File: config.mk
export PLATFORM = sky130hd
export DESIGN_NAME = contactless_system_settings
export DESIGN_NICKNAME = d
export VERILOG_FILES = /design/src/pkg/frontend_settings_pkg.sv /design/src/overlap_cal_seq.sv /design/src/contactless_system_settings.sv
export VERILOG_INCLUDE_DIRS = /design/src /design/src/pkg
export SDC_FILE = /design/constraint.sdc
export NUM_CORES = 1
export LEC_CHECK = 0
export BUFFER_PORTS_ARGS = -buffer_cell sky130_fd_sc_hd__buf_2
export CAP_MARGIN = 20
export CELL_PAD_IN_SITES_DETAIL_PLACEMENT = 0
export CELL_PAD_IN_SITES_GLOBAL_PLACEMENT = 1
export CORE_MARGIN = 2
export CORE_UTILIZATION = 40
export DETAILED_ROUTE_END_ITERATION = 6
export MAX_ROUTING_LAYER = met4
export PLACE_DENSITY = 0.77
export SLEW_MARGIN = 30
export SYNTH_ARGS = -nofsm -noshare
export SYNTH_HDL_FRONTEND = slang
export SYNTH_HIERARCHICAL = 1
export SYNTH_SLANG_ARGS = --single-unit
export TNS_END_PERCENT = 1
File: constraint.sdc
create_clock -name ref_clk -period 4.7 [get_ports ref_clk]
set_input_delay 0.235 -clock ref_clk [delete_from_list [all_inputs] [get_ports ref_clk]]
set_output_delay 0.235 -clock ref_clk [all_outputs]
set_load 0.02 [all_outputs]
File: src/pkg/frontend_settings_defs.svh
`ifndef FRONTEND_SETTINGS_DEFS_SVH
`define FRONTEND_SETTINGS_DEFS_SVH

// register offsets
`define FSS_ADDR_SETTINGS   8'h00
`define FSS_ADDR_STATUS     8'h04

// field positions in the settings word
`define FSS_BIT_CAL_TRIGGER 8
`define FSS_BIT_RATE_HI     6
`define FSS_BIT_RATE_LO     5
`define FSS_BIT_CIPHER      1
`define FSS_BIT_ENTRY_HALT  0

// reset values
`define FSS_RESET_SETTINGS  32'h0000_0000
`define FSS_RESET_STATUS    32'h0000_0000

// timing: carrier burst length during calibration
`define FSS_CAL_BURST_NS    2000
`define FSS_CLK_PERIOD_NS   5
`define FSS_CAL_BURST_CYC   ((`FSS_CAL_BURST_NS + `FSS_CLK_PERIOD_NS - 1) / `FSS_CLK_PERIOD_NS)

// per-rate dependent values: bit period in carrier cycles
`define FSS_BITLEN_26K      16'h0200
`define FSS_BITLEN_53K      16'h0100
`define FSS_BITLEN_106K     16'h0080
`define FSS_BITLEN_212K     16'h0040

`endif

File: src/pkg/frontend_settings_pkg.sv
package frontend_settings_pkg;

    // vicinity-card data rates
    typedef enum logic [1:0] {
        RATE_BASIC = 2'h0,
        RATE_53K   = 2'h1,
        RATE_106K  = 2'h2,
        RATE_212K  = 2'h3
    } vicinity_rate_t;

    // calibration sequencer states, gray along idle-burst-done
    typedef enum logic [1:0] {
        CAL_IDLE  = 2'b00,
        CAL_BURST = 2'b01,
        CAL_DONE  = 2'b11
    } cal_state_t;

endpackage

File: src/overlap_cal_seq.sv
`timescale 1ns/100ps
`include "frontend_settings_defs.svh"

// one-shot non-overlap calibration with a short carrier burst
module overlap_cal_seq #(
    parameter int BURST_CYC = `FSS_CAL_BURST_CYC  // burst length in clocks
) (
    input  wire logic ref_clk,     // system clock
    input  wire logic sys_rst,     // async reset, high
    input  wire logic start,       // one-cycle start request
    output logic      busy,        // calibration running
    output logic      rf_on,       // carrier forced on
    output logic      done         // one-cycle completion pulse
);
    localparam int CW = $clog2(BURST_CYC + 1);

    frontend_settings_pkg::cal_state_t state;       // current state
    frontend_settings_pkg::cal_state_t next_state;  // next state
    logic [CW-1:0]                     count;       // burst counter
    logic [CW-1:0]                     next_count;  // next counter

    // next-state logic
    always_comb begin
        next_state = state;
        next_count = count;
        case (state)
            frontend_settings_pkg::CAL_IDLE: begin
                // start the burst
                if (start) begin
                    next_state = frontend_settings_pkg::CAL_BURST;
                    next_count = CW'(BURST_CYC - 1);
                end
            end
            frontend_settings_pkg::CAL_BURST: begin
                // count the burst down
                if (count == '0) begin
                    next_state = frontend_settings_pkg::CAL_DONE;
                end else begin
                    next_count = count - 1'b1;
                end
            end
            frontend_settings_pkg::CAL_DONE: begin
                next_state = frontend_settings_pkg::CAL_IDLE;
            end
            default: begin
                next_state = frontend_settings_pkg::CAL_IDLE;
            end
        endcase
    end

    // state registers
    always_ff @(posedge ref_clk or posedge sys_rst) begin
        if (sys_rst) begin
            state <= frontend_settings_pkg::CAL_IDLE;
            count <= '0;
        end else begin
            state <= next_state;
            count <= next_count;
        end
    end

    // decoded outputs
    assign busy  = (state != frontend_settings_pkg::CAL_IDLE);
    assign rf_on = (state == frontend_settings_pkg::CAL_BURST);
    assign done  = (state == frontend_settings_pkg::CAL_DONE);

endmodule

File: src/contactless_system_settings.sv
// The plain strobed port is this design's own decision.
`timescale 1ns/100ps
`include "frontend_settings_defs.svh"

module contactless_system_settings #(
    parameter int BURST_CYC = `FSS_CAL_BURST_CYC  // calibration burst clocks
) (
    input  wire logic        ref_clk,          // 200 MHz system clock
    input  wire logic        sys_rst,          // async reset, high
    input  wire logic [7:0]  reg_addr,         // register byte address
    input  wire logic [31:0] reg_wdata,        // write data
    input  wire logic        reg_wr,           // write strobe
    input  wire logic        reg_rd,           // read strobe
    output logic      [31:0] reg_rdata,        // read data, one cycle later
    output logic      [1:0]  vicinity_rate,    // active vicinity rate code
    output logic      [15:0] vicinity_bitlen,  // dependent bit period value
    output logic             rate_reload,      // dependent set reloaded pulse
    output logic             cipher_stream_en, // cipher bit generation on
    output logic             entry_halt,       // anticollision starts in halt
    output logic             cal_rf_on,        // carrier on for calibration
    output logic             cal_busy          // calibration running
);
    logic [31:0] settings;        // stored settings word
    logic [31:0] next_settings;   // next settings word
    logic [31:0] next_rdata;      // next read data
    logic [15:0] next_bitlen;     // next dependent bit period
    logic        next_reload;     // next reload pulse
    logic        cal_start;       // one-cycle calibration start
    logic        cal_pending;     // trigger seen while calibration busy
    logic        next_pending;    // next pending flag
    logic        seq_busy;        // sequencer busy
    logic        seq_rf_on;       // sequencer carrier request
    logic        seq_done;        // sequencer done pulse
    logic        wr_settings;     // write to settings word
    logic        trig_write;      // trigger written as one

    // bit period lookup for each rate code
    function automatic logic [15:0] rate_bitlen(input logic [1:0] code);
        case (code)
            frontend_settings_pkg::RATE_53K:  rate_bitlen = `FSS_BITLEN_53K;
            frontend_settings_pkg::RATE_106K: rate_bitlen = `FSS_BITLEN_106K;
            frontend_settings_pkg::RATE_212K: rate_bitlen = `FSS_BITLEN_212K;
            default:                          rate_bitlen = `FSS_BITLEN_26K;
        endcase
    endfunction

    assign wr_settings = reg_wr && (reg_addr == `FSS_ADDR_SETTINGS);
    assign trig_write  = wr_settings && reg_wdata[`FSS_BIT_CAL_TRIGGER];

    // settings, dependent values and read mux
    always_comb begin
        next_settings = settings;
        next_bitlen   = vicinity_bitlen;
        next_reload   = 1'b0;
        next_rdata    = 32'h0000_0000;
        next_pending  = cal_pending;
        cal_start     = 1'b0;
        if (wr_settings) begin
            // trigger bit self-clears; other fields store
            next_settings = reg_wdata;
            next_settings[`FSS_BIT_CAL_TRIGGER] = 1'b0;
            if (reg_wdata[`FSS_BIT_RATE_HI:`FSS_BIT_RATE_LO] !=
                settings[`FSS_BIT_RATE_HI:`FSS_BIT_RATE_LO]) begin
                next_bitlen = rate_bitlen(reg_wdata[`FSS_BIT_RATE_HI:`FSS_BIT_RATE_LO]);
                next_reload = 1'b1;
            end
        end
        if (!seq_busy && (trig_write || cal_pending)) begin
            cal_start    = 1'b1;
            // a fresh trigger beside a pending one waits; set wins
            next_pending = trig_write && cal_pending;
        end else if (trig_write) begin
            // remember a trigger during a run
            next_pending = 1'b1;
        end
        if (reg_rd) begin
            // register reads
            case (reg_addr)
                `FSS_ADDR_SETTINGS: next_rdata = settings;
                `FSS_ADDR_STATUS:   next_rdata = {30'h0000_0000, cal_pending, seq_busy};
                default:            next_rdata = 32'h0000_0000;
            endcase
        end
    end

    // registers
    always_ff @(posedge ref_clk or posedge sys_rst) begin
        if (sys_rst) begin
            settings        <= `FSS_RESET_SETTINGS;
            vicinity_bitlen <= `FSS_BITLEN_26K;
            rate_reload     <= 1'b0;
            reg_rdata       <= 32'h0000_0000;
            cal_pending     <= 1'b0;
            cal_rf_on       <= 1'b0;
            cal_busy        <= 1'b0;
        end else begin
            settings        <= next_settings;
            vicinity_bitlen <= next_bitlen;
            rate_reload     <= next_reload;
            reg_rdata       <= next_rdata;
            cal_pending     <= next_pending;
            cal_rf_on       <= seq_rf_on;
            cal_busy        <= seq_busy;
        end
    end

    // field outputs from flops; reset gives code 0 basic rate
    // rate code straight from the field
    assign vicinity_rate    = settings[`FSS_BIT_RATE_HI:`FSS_BIT_RATE_LO];
    assign cipher_stream_en = settings[`FSS_BIT_CIPHER];
    assign entry_halt       = settings[`FSS_BIT_ENTRY_HALT];

    // calibration sequencer
    overlap_cal_seq #(
        .BURST_CYC (BURST_CYC)
    ) u_cal (
        .ref_clk (ref_clk),
        .sys_rst (sys_rst),
        .start   (cal_start),
        .busy    (seq_busy),
        .rf_on   (seq_rf_on),
        .done    (seq_done)
    );

    chk_cal_one_burst: assert property (
        @(posedge ref_clk) disable iff (sys_rst) cal_start |-> ##2 cal_rf_on)
        else $error("calibration burst missing");
    chk_burst_then_done: assert property (
        @(posedge ref_clk) disable iff (sys_rst) seq_done |-> !seq_rf_on ##1 !cal_rf_on)
        else $error("burst overlaps done");
    // basic rate code keeps basic period
    chk_reset_rate: assert property (
        @(posedge ref_clk) disable iff (sys_rst)
        vicinity_rate == 2'h0 |-> vicinity_bitlen == `FSS_BITLEN_26K)
        else $error("basic rate lost");
    chk_rate_map: assert property (
        @(posedge ref_clk) disable iff (sys_rst)
        rate_reload |-> vicinity_bitlen == rate_bitlen(vicinity_rate))
        else $error("bad rate map");
    chk_rate_retune: assert property (
        @(posedge ref_clk) disable iff (sys_rst) $changed(vicinity_rate) |-> rate_reload)
        else $error("no retune on rate change");
    chk_cipher_bit: assert property (
        @(posedge ref_clk) disable iff (sys_rst)
        wr_settings |=> cipher_stream_en == $past(reg_wdata[`FSS_BIT_CIPHER]))
        else $error("cipher bit");
    chk_entry_state: assert property (
        @(posedge ref_clk) disable iff (sys_rst)
        wr_settings |=> entry_halt == $past(reg_wdata[`FSS_BIT_ENTRY_HALT]))
        else $error("entry bit");
    chk_zero_no_cal: assert property (
        @(posedge ref_clk) disable iff (sys_rst)
        (wr_settings && !trig_write && !cal_pending && !seq_busy) |-> !cal_start)
        else $error("spurious cal");
    chk_single_start: assert property (
        @(posedge ref_clk) disable iff (sys_rst) cal_start |=> !cal_start)
        else $error("double calibration start");
    // trigger beside a pending one kept
    chk_pending_kept: assert property (
        @(posedge ref_clk) disable iff (sys_rst) (trig_write && cal_pending) |=> cal_pending)
        else $error("trigger lost");

endmodule

==> run summary, run 1 <==
Worst setup path
* **buffers plus inverters on the worst setup path** 3
* **register-to-register setup slack** 2.78 ns
* **delay of the slowest cell on the worst path** 0.37 ns
* **worst-path cell with the longest stage delay** sky130_fd_sc_hd__nor2_1
* **Setup crit end** u_cal/count[7]
* **worst reg2reg path startpoint** u_cal/count[0]
* **cell family contributing the most delay on the critical path** simple AND/OR/NAND/NOR gates
* **category of the critical setup timing path** primary input to flip-flop
* **endpoint of the worst register-to-register path** u_cal/count[2]
* **Critical Path Start Type** primary input
* **chain of cells forming the critical path** buf_2 -> nor4_4 -> and4b_1 -> buf_4 -> a21oi_1 -> nor2_1 -> inv_1 -> nor2_1 -> nor2b_1 -> mux2i_1
* **type of element capturing the critical path** flip-flop
* **Most common cell on crit path** sky130_fd_sc_hd__nor2_1
* **signal arrival time at the worst endpoint** 2.19 ns
* **number of cells on the critical path** 10
* **CP Data Required Time** 4.96 ns
* **largest fanout on the critical path** 35
* **worst r2r path cells** 6
* **critical path launch point** reg_addr[5]

Floorplan
* **num rows** 33
* **CORE AREA** 0.00822 mm²
* **Die Span Y** 96.0 µm
* **area of the die** 0.00922 mm²
* **I/O pin total** 99
* **initial standard-cell utilization of the core** 41.2%
* **floorplan die width** 96.0 µm

Status
* **outcome** completed

Clock network
* **post-CTS setup buffers** 0
* **largest buffer count on any clock path** 2
* **clock tree from TritonCTS** built
* **Clock Sinks** 81
* **number of buffers inserted during clock tree synthesis** 9
* **root buffer cell** sky130_fd_sc_hd__clkbuf_8
* **clock latency of the later-clocked register in the worst-skew pair** 0.35 ns
* **number of hold buffers added after CTS** 1
* **cts repair resizes** 0
* **clock transition at the registers of the reported paths** 0.09 ns
* **Max H-tree Level** 3

Cells and area
* **final std cells w/o fill** 527
* **Final Net Count** 462
* **final core utilization** 49.0%
* **share of layout cells above drive strength 1** 26.5%
* **Antenna Diode Count** 0
* **area of combinational cells with multiple inputs** 0.00118 mm²
* **top library cells by usage in the layout, fill and taps aside** sky130_fd_sc_hd__nand2_1 (98), sky130_fd_sc_hd__buf_2 (85), sky130_fd_sc_hd__dfrtp_1 (80)
* **post-route cell area** 0.00403 mm²
* **register cell area after layout** 0.00203 mm²
* **most common cell after layout, fill and taps aside** sky130_fd_sc_hd__nand2_1
* **final-layout fill cell count** 788
* **Layout area overhead** 19.0%

Place
* **Final HPWL DP** 4.43 mm
* **count of input and output buffers** 85
* **placed instance area** 0.00382 mm²
* **Post-Place Cells** 510
* **post-placement worst setup slack** 2.41 ns
* **Final GP Congestion** 0.772

Timing
* **setup clock skew after layout** 0.0103 ns
* **number of setup violations in the final report** 0
* **setup_tns** 0 ns
* **setup repair after global routing missed its margin** false
* **slew of the pin with the lowest slew margin** 0.630 ns
* **minimum period implied by the final worst setup slack** 1.93 ns
* **Worst Hold Margin** 0.0688 ns
* **final critical-path share of the clock period** 41.1%
* **Relative slew margins** 57.9%
* **Final Max Tran Viols** 0
* **highest achievable clock rate** 517 MHz
* **setup slack after layout** 2.77 ns
* **final number of hold-violating endpoints** 0

Global routing
* **global-route usage over all layers** 16.6%
* **largest net degree at the start of global routing** 71
* **global-route wire length before repair** 11.2 mm
* **aggregate global routing overflow** 0
* **antenna violations before repair** 0
* **via count of the first global-routing pass** 2357

Synthesis
* **number of standard cells after synthesis** 336
* **netlist area before placement** 0.00339 mm²
* **per-instance average area after synthesis** 10.1 µm²
* **number of synthesis warnings** 6

Routing
* **Iter 0 DRT Violations** 87
* **via count** 2494
* **count of TritonRoute iterations in the first routing pass** 4
* **final routed DRC violation total** 0
* **drt via density** 4.73
* **antenna-violating nets left** 0
* **detailed-route wire length** 6.68 mm
* **WL per Instance** 12.7 µm

Flow run
* **maximum capacitance violations** 0

Hold path
* **type of the worst min-delay path** primary input to flip-flop

Power and ir drop
* **total power draw** 1.44 mW
* **P per Cell Area** 358 mW/mm²
* **Max rail drop VDD** 0.131 mV
* **static leakage** 2.18 nW

worst min-delay path, delay by kind of cell:
family / cells / cell delay (ns)
buffers and inverters: 1 / 0.08
and+or+nand+nor: 2 / 0.08
cell type report:
class                      count  area share, %
clock buffer                  10           3.17
inverter                      10          0.931
sequential                    81           50.3
tap                          105           3.26
clock inverter                 6           1.68
timing repair buffer          89           11.5
multi-input combinational    226           29.2
where the power goes:
part / switching, mW / internal, mW / total (mW)
Clock: 0.252 / 0.247 / 0.499
Combinational: 0.0952 / 0.0661 / 0.161
Sequential: 0.0418 / 0.739 / 0.781
worst min path at each step:
| stage | start | slack [ns] | cells past startpoint | end |
|---|---|---|---|---|
| after global routing | reg_wdata[16] | 0.06 | 3 | settings[16] |
| after global placement | sys_rst | 0.27 | 2 | u_cal/count[1] |
| after CTS | reg_wdata[28] | 0.06 | 3 | settings[28] |
| after floorplan | sys_rst | 0.09 | 1 | u_cal/count[0] |
| final | reg_wdata[28] | 0.07 | 3 | settings[28] |
| after detailed placement | sys_rst | 0.27 | 2 | u_cal/count[1] |
sequential cells by signal, summed over array words and instances (netlist names):
signal,count
settings,31
cal_pending,1
reg_rdata,31
vicinity_bitlen,4
cal_busy,1
u_cal/state,2
u_cal/count,9
rate_reload,1
cal_rf_on,1
routing by layer:
metal	GRT usage, %	part of all wire (%)	up-vias
met5	-	0	-
met4	7.14	1.2	0
met3	3.76	7.2	9
met2	25.2	45	81
met1	21.3	46	1179
li1	-	-	1225
(Power assumes the default switching activity.)
==> run 2: changes to the inputs <==
--- a/config.mk
+++ b/config.mk
@@ -6,15 +6,16 @@
 export SDC_FILE = /design/constraint.sdc
 export NUM_CORES = 1
 export LEC_CHECK = 0
+export ABC_AREA = 1
 export BUFFER_PORTS_ARGS = -buffer_cell sky130_fd_sc_hd__buf_2
 export CAP_MARGIN = 20
 export CELL_PAD_IN_SITES_DETAIL_PLACEMENT = 0
 export CELL_PAD_IN_SITES_GLOBAL_PLACEMENT = 1
 export CORE_MARGIN = 2
-export CORE_UTILIZATION = 40
+export CORE_UTILIZATION = 35
 export DETAILED_ROUTE_END_ITERATION = 6
 export MAX_ROUTING_LAYER = met4
-export PLACE_DENSITY = 0.77
+export PLACE_DENSITY = 0.71
 export SLEW_MARGIN = 30
 export SYNTH_ARGS = -nofsm -noshare
 export SYNTH_HDL_FRONTEND = slang
==> constraint.sdc (replaced) <==
create_clock -name ref_clk -period 1.65 [get_ports ref_clk]
set_input_delay 0.0825 -clock ref_clk [delete_from_list [all_inputs] [get_ports ref_clk]]
set_output_delay 0.0825 -clock ref_clk [all_outputs]
set_load 0.02 [all_outputs]
==> run 2 against run 1 <==
Net effect: setup slack got worse by 2.6 ns; first-iteration DRC count increased by 82%; count of clock-buffer cells in the layout unchanged; global-route usage decreased by 2.3 points; via count increased by 5.8%; sequential cell count unchanged; area after synthesis increased by 4.3%; largest cell class unchanged; largest power group unchanged; highest routed layer unchanged.
==> run summary, run 2 <==
Cells and area
* **top library cells by usage in the layout, fill and taps aside** sky130_fd_sc_hd__buf_2 (85), sky130_fd_sc_hd__dfrtp_1 (80), sky130_fd_sc_hd__nor2_1 (64)
* **share of layout cells above drive strength 1** 31.4%
* **Final Net Count** 531
* **registers with the most flip-flops** reg_rdata x31, settings x31, u_cal/count x9
* **most common cell after layout, fill and taps aside** sky130_fd_sc_hd__buf_2
* **final std cells w/o fill** 624
* **Antenna Diode Count** 0
* **Layout area overhead** 27.9%

Routing
* **Iter 0 DRT Violations** 158
* **final routed DRC violation total** 0
* **antenna-violating nets left** 0
* **drt via density** 4.23
* **detailed-route wire length** 7.18 mm
* **count of TritonRoute iterations in the first routing pass** 4
* **WL per Instance** 11.5 µm
* **via count** 2639

Power and ir drop
* **clock share of power** 39.7%
* **internal power summed over all cells** 2.90 mW
* **static leakage** 2.55 nW
* **power share of the combinational group** 7.3%
* **switching share of total power** 24.4%
* **total power draw** 3.84 mW
* **Max rail drop VDD** 0.452 mV
* **switching power of the nets** 939 µW
* **P per Cell Area** 851 mW/mm²
* **part of the total power dissipated in sequential elements** 53.0%

Synthesis
* **netlist area before placement** 0.00353 mm²
* **number of standard cells after synthesis** 371
* **number of synthesis warnings** 6
* **per-instance average area after synthesis** 9.52 µm²

Timing
* **setup clock skew after layout** 0.00926 ns
* **minimum period implied by the final worst setup slack** 1.52 ns
* **Worst Hold Margin** 0.0164 ns
* **setup slack after layout** 0.125 ns
* **setup repair after global routing missed its margin** false
* **highest achievable clock rate** 656 MHz
* **final critical-path share of the clock period** 92.4%
* **final number of hold-violating endpoints** 0
* **number of setup violations in the final report** 0
* **setup_tns** 0 ns
* **Final Max Tran Viols** 0

Place
* **count of input and output buffers** 85
* **Final HPWL DP** 4.75 mm
* **Final GP Congestion** 0.806
* **Post-Place Cells** 579
* **post-placement worst setup slack** 0.105 ns

Global routing
* **global-route usage over all layers** 14.3%
* **largest net degree at the start of global routing** 71
* **via count of the first global-routing pass** 2527
* **global-route wire length before repair** 12.1 mm
* **antenna violations before repair** 0
* **aggregate global routing overflow** 0

Worst setup path
* **signal arrival time at the worst endpoint** 1.77 ns
* **CP Data Required Time** 1.90 ns
* **type of element capturing the critical path** flip-flop
* **category of the critical setup timing path** flip-flop to flip-flop
* **chain of cells forming the critical path** inv_1 -> ha_2 -> nand2_2 -> nor2_4 -> nand3_4 -> nand2_4 -> nand2_4 -> nand2_1 -> nand2_1
* **Critical Path Start Type** flip-flop
* **largest fanout on the critical path** 9
* **delay of the slowest cell on the worst path** 0.42 ns
* **worst-path cell with the longest stage delay** sky130_fd_sc_hd__dfrtp_1

Clock network
* **number of buffers inserted during clock tree synthesis** 9
* **clock latency of the later-clocked register in the worst-skew pair** 0.35 ns
* **root buffer cell** sky130_fd_sc_hd__clkbuf_8
* **largest buffer count on any clock path** 2
* **post-CTS setup buffers** 0
* **Max H-tree Level** 3
* **clock transition at the registers of the reported paths** 0.09 ns
* **clock tree from TritonCTS** built
* **Clock Sinks** 81

Floorplan
* **initial standard-cell utilization of the core** 36.1%
* **I/O pin total** 99
* **floorplan die width** 104 µm
* **Die Span Y** 104 µm
* **CORE AREA** 0.00977 mm²
* **area of the die** 0.0109 mm²
* **num rows** 36

Status
* **outcome** completed

Hold path
* **type of the worst min-delay path** primary input to flip-flop

Flow run
* **maximum capacitance violations** 0

-- run 2: final timing paths --
check / start / end / slack (ns) / cells after the start
setup / recovery: u_cal/count[0] / u_cal/count[7] / 0.13 / 9
hold / removal: reg_wdata[28] / settings[28] / 0.02 / 3
setup reg to reg: u_cal/count[0] / u_cal/count[7] / 0.13 / 9
hold reg to reg: vicinity_bitlen[9] / vicinity_bitlen[9] / 0.47 / 2
max in group asynchronous: sys_rst / vicinity_bitlen[9] / 0.95 / 4
min in group asynchronous: sys_rst / u_cal/count[7] / 0.31 / 3
-- run 2: per-layer routing --
| metal | vias to the layer above | share of wire [%] | GRT usage [%] | routed length (µm) |
|---|---|---|---|---|
| met1 | 1198 | 49 | 19.6 | 3490 |
| met4 | 0 | 1.3 | 4.92 | 91 |
| li1 | 1344 | - | - | - |
| met3 | 7 | 5.8 | 3.51 | 415 |
| met2 | 90 | 44 | 20.7 | 3180 |
| met5 | - | 0 | - | 0 |
-- run 2: area by class of cell --
cell class,instances,area [µm²]
clock buffer,10,138
inverter,50,191
tap,133,166
fill,953,5260
sequential,81,2030
multi-input combinational,226,1150
timing repair buffer,118,771
clock inverter,6,72.6
-- run 2: repair_timing --
item / CTS / global route
hold buffers: 29 / 0
resized for setup: 0 / 2
setup endpoints to repair: 0 / 7
endpoints found under the hold margin: 108 / 0
-- run 2: through the flow --
step	util [%]	area (µm²)
after floorplan	-	3580
after global placement	41.0	4010
after detailed placement	41.0	4010
after CTS	46.2	4510
after global routing	46.2	4520
final	46.2	4520
-- run 2: worst max-delay path: cells and delay by family (launching register included) --
kind,cells,cell delay [ns]
adders and majority gates,1,0.24
and+or+nand+nor,7,0.63
DFF,1,0.42
buffers and inverters,1,0.13
-- run 2: power by group through the flow --
stage | Sequential, mW | Clock, mW | Combinational, mW
after floorplan | 2.08 | 0 | 0.155
after global placement | 2.08 | 0 | 0.227
after detailed placement | 2.08 | 0 | 0.231
after CTS | 2.04 | 1.58 | 0.284
after global routing | 2.04 | 1.68 | 0.316
final | 2.04 | 1.53 | 0.279
==> run 3: changes to the inputs <==
--- a/config.mk
+++ b/config.mk
@@ -7,15 +7,15 @@
 export NUM_CORES = 1
 export LEC_CHECK = 0
 export ABC_AREA = 1
-export BUFFER_PORTS_ARGS = -buffer_cell sky130_fd_sc_hd__buf_2
 export CAP_MARGIN = 20
 export CELL_PAD_IN_SITES_DETAIL_PLACEMENT = 0
 export CELL_PAD_IN_SITES_GLOBAL_PLACEMENT = 1
 export CORE_MARGIN = 2
-export CORE_UTILIZATION = 35
+export CORE_UTILIZATION = 40
 export DETAILED_ROUTE_END_ITERATION = 6
+export DONT_BUFFER_PORTS = 1
 export MAX_ROUTING_LAYER = met4
-export PLACE_DENSITY = 0.71
+export PLACE_DENSITY = 0.65
 export SLEW_MARGIN = 30
 export SYNTH_ARGS = -nofsm -noshare
 export SYNTH_HDL_FRONTEND = slang
==> constraint.sdc (replaced) <==
create_clock -name ref_clk -period 1.9 [get_ports ref_clk]
set_input_delay 0.095 -clock ref_clk [delete_from_list [all_inputs] [get_ports ref_clk]]
set_output_delay 0.095 -clock ref_clk [all_outputs]
set_load 0.02 [all_outputs]
==> run 3 against run 2 <==
Net effect: highest routed layer unchanged; critical endpoint is now vicinity_bitlen[9]; count of clock-buffer cells in the layout increased by 1; combinational power decreased by 31%; register-to-register slack improved by 0.12 ns; first-iteration DRC count decreased by 40%; final area decreased by 8.4%; critical path depth decreased by 2; largest power group unchanged.
==> run summary, run 3 (synthesized netlist as in run 2, its figures left out) <==
Floorplan
* **initial standard-cell utilization of the core** 40.9%
* **area of the die** 0.00960 mm²
* **CORE AREA** 0.00864 mm²
* **I/O pin total** 99
* **Die Span Y** 98.0 µm
* **num rows** 34
* **floorplan die width** 98.0 µm

Place
* **Final HPWL DP** 4.52 mm
* **Final GP Congestion** 0.758
* **post-placement worst setup slack** 0.352 ns
* **count of input and output buffers** 0

Timing
* **final critical-path share of the clock period** 87.3%
* **setup repair after global routing missed its margin** false
* **Relative slew margins** 52.4%
* **Final Max Tran Viols** 0
* **setup clock skew after layout** 0.00896 ns
* **setup_tns** 0 ns
* **final number of hold-violating endpoints** 0
* **highest achievable clock rate** 603 MHz
* **setup slack after layout** 0.242 ns
* **minimum period implied by the final worst setup slack** 1.66 ns
* **number of setup violations in the final report** 0
* **slew of the pin with the lowest slew margin** 0.712 ns

Cells and area
* **Layout area overhead** 17.1%
* **Final Net Count** 455
* **final core utilization** 47.9%
* **most common cell after layout, fill and taps aside** sky130_fd_sc_hd__dfrtp_1
* **top library cells by usage in the layout, fill and taps aside** sky130_fd_sc_hd__dfrtp_1 (80), sky130_fd_sc_hd__nor2_1 (64), sky130_fd_sc_hd__nand2_1 (61)
* **registers with the most flip-flops** reg_rdata x31, settings x31, u_cal/count x9
* **Antenna Diode Count** 0
* **share of layout cells above drive strength 1** 15.9%
* **final-layout fill cell count** 810

Worst setup path
* **signal arrival time at the worst endpoint** 1.94 ns
* **chain of cells forming the critical path** inv_1 -> nand2_1 -> nand2_1 -> nand3_1 -> nand4_1 -> dlygate4sd3_1 -> nand2_1
* **CP Data Required Time** 2.19 ns
* **worst r2r path cells** 7
* **buffers plus inverters on the worst setup path** 2
* **type of element capturing the critical path** flip-flop
* **cell family contributing the most delay on the critical path** buffers and inverters
* **Critical Path Start Type** flip-flop
* **category of the critical setup timing path** flip-flop to flip-flop
* **worst-path cell with the longest stage delay** sky130_fd_sc_hd__dlygate4sd3_1
* **Most common cell on crit path** sky130_fd_sc_hd__nand2_1
* **delay of the slowest cell on the worst path** 0.56 ns
* **endpoint of the worst register-to-register path** vicinity_bitlen[9]
* **worst reg2reg path startpoint** settings[5]
* **largest fanout on the critical path** 5
* **register-to-register setup slack** 0.24 ns

Clock network
* **Max H-tree Level** 3
* **post-CTS setup buffers** 0
* **Clock Sinks** 81
* **clock tree from TritonCTS** built
* **clock latency of the later-clocked register in the worst-skew pair** 0.34 ns
* **number of buffers inserted during clock tree synthesis** 9
* **root buffer cell** sky130_fd_sc_hd__clkbuf_8
* **clock transition at the registers of the reported paths** 0.08 ns
* **largest buffer count on any clock path** 2

Hold path
* **cell count of the worst hold path** 3
* **HP Start** reg_addr[3]
* **hold worst-path end** reg_rdata[1]
* **type of the worst min-delay path** primary input to flip-flop

Routing
* **detailed-route wire length** 6.71 mm
* **Iter 0 DRT Violations** 95
* **drt via density** 4.63
* **antenna-violating nets left** 0
* **count of TritonRoute iterations in the first routing pass** 4
* **final routed DRC violation total** 0
* **WL per Instance** 12.8 µm
* **via count** 2423

Power and ir drop
* **Max rail drop VDD** 0.278 mV
* **static leakage** 2.19 nW
* **P per Cell Area** 790 mW/mm²
* **total power draw** 3.27 mW

Global routing
* **via count of the first global-routing pass** 2321
* **aggregate global routing overflow** 0
* **largest net degree at the start of global routing** 38
* **global-route wire length before repair** 11.3 mm
* **global-route usage over all layers** 15.1%
* **antenna violations before repair** 0

Status
* **outcome** completed

Flow run
* **maximum capacitance violations** 0

-- run 3: cell types whose count changed in the layout (fill, tap and decap cells not counted), sizes merged --
cell	delta
clkinvlp	-1
inv	-1
clkbuf	+1
dlygate4sd3	+9
buf	-85
clkinv	+1
-- run 3: metal layers --
| layer | track usage [%] | vias up | wire length [µm] |
|---|---|---|---|
| met5 | - | - | 0 |
| met4 | 5.77 | 0 | 146 |
| met3 | 5.01 | 12 | 491 |
| met2 | 22.6 | 77 | 3010 |
| met1 | 19.1 | 1141 | 3070 |
| li1 | - | 1193 | - |
-- run 3: worst min-delay path: cells and delay by family --
kind             cells  cell delay (ns)
AND/OR/NAND/NOR      3             0.27
-- run 3: per-stage QoR --
step / area, µm² / hold WS, ns / std cells
after floorplan: 3580 / -0.0526 / 383
after global placement: 3550 / -0.0000489 / 469
after detailed placement: 3550 / 0.0125 / 469
after CTS: 4140 / 0.0460 / 523
after global routing: 4140 / 0.0801 / 523
final: 4140 / 0.0598 / 523
-- run 3: area by class of cell --
class                   instances  area, µm²  share of cell area (%)
flip-flops and latches         81       2030                    49.0
multi-input cells             226       1140                    27.7
repair buffers                 42        435                    10.5
inverters                      50        188                    4.54
clock buffers                  11        141                    3.42
well taps                     108        135                    3.27
clock inverters                 5       63.8                    1.54
-- run 3: worst max path at each step --
stage                   start  cells past startpoint            endpoint
5_1_grt           settings[5]                      7  vicinity_bitlen[9]
4_1_cts           settings[5]                      7  vicinity_bitlen[9]
3_5_place_dp   u_cal/count[0]                      9      u_cal/count[1]
6_report          settings[5]                      7  vicinity_bitlen[9]
3_3_place_gp   u_cal/count[0]                      9      u_cal/count[3]
2_1_floorplan         sys_rst                      1            cal_busy
-- run 3: what timing repair did --
action,in CTS,in global routing
endpoints found under the hold margin,77,0
setup endpoints to repair,0,0
hold buffers,38,0
gates resized for setup,0,0
-- run 3: where the power goes --
part	switching, mW	internal, mW	total [mW]
registers	0.0239	1.76	1.78
logic	0.112	0.0797	0.192
clock network	0.641	0.654	1.29
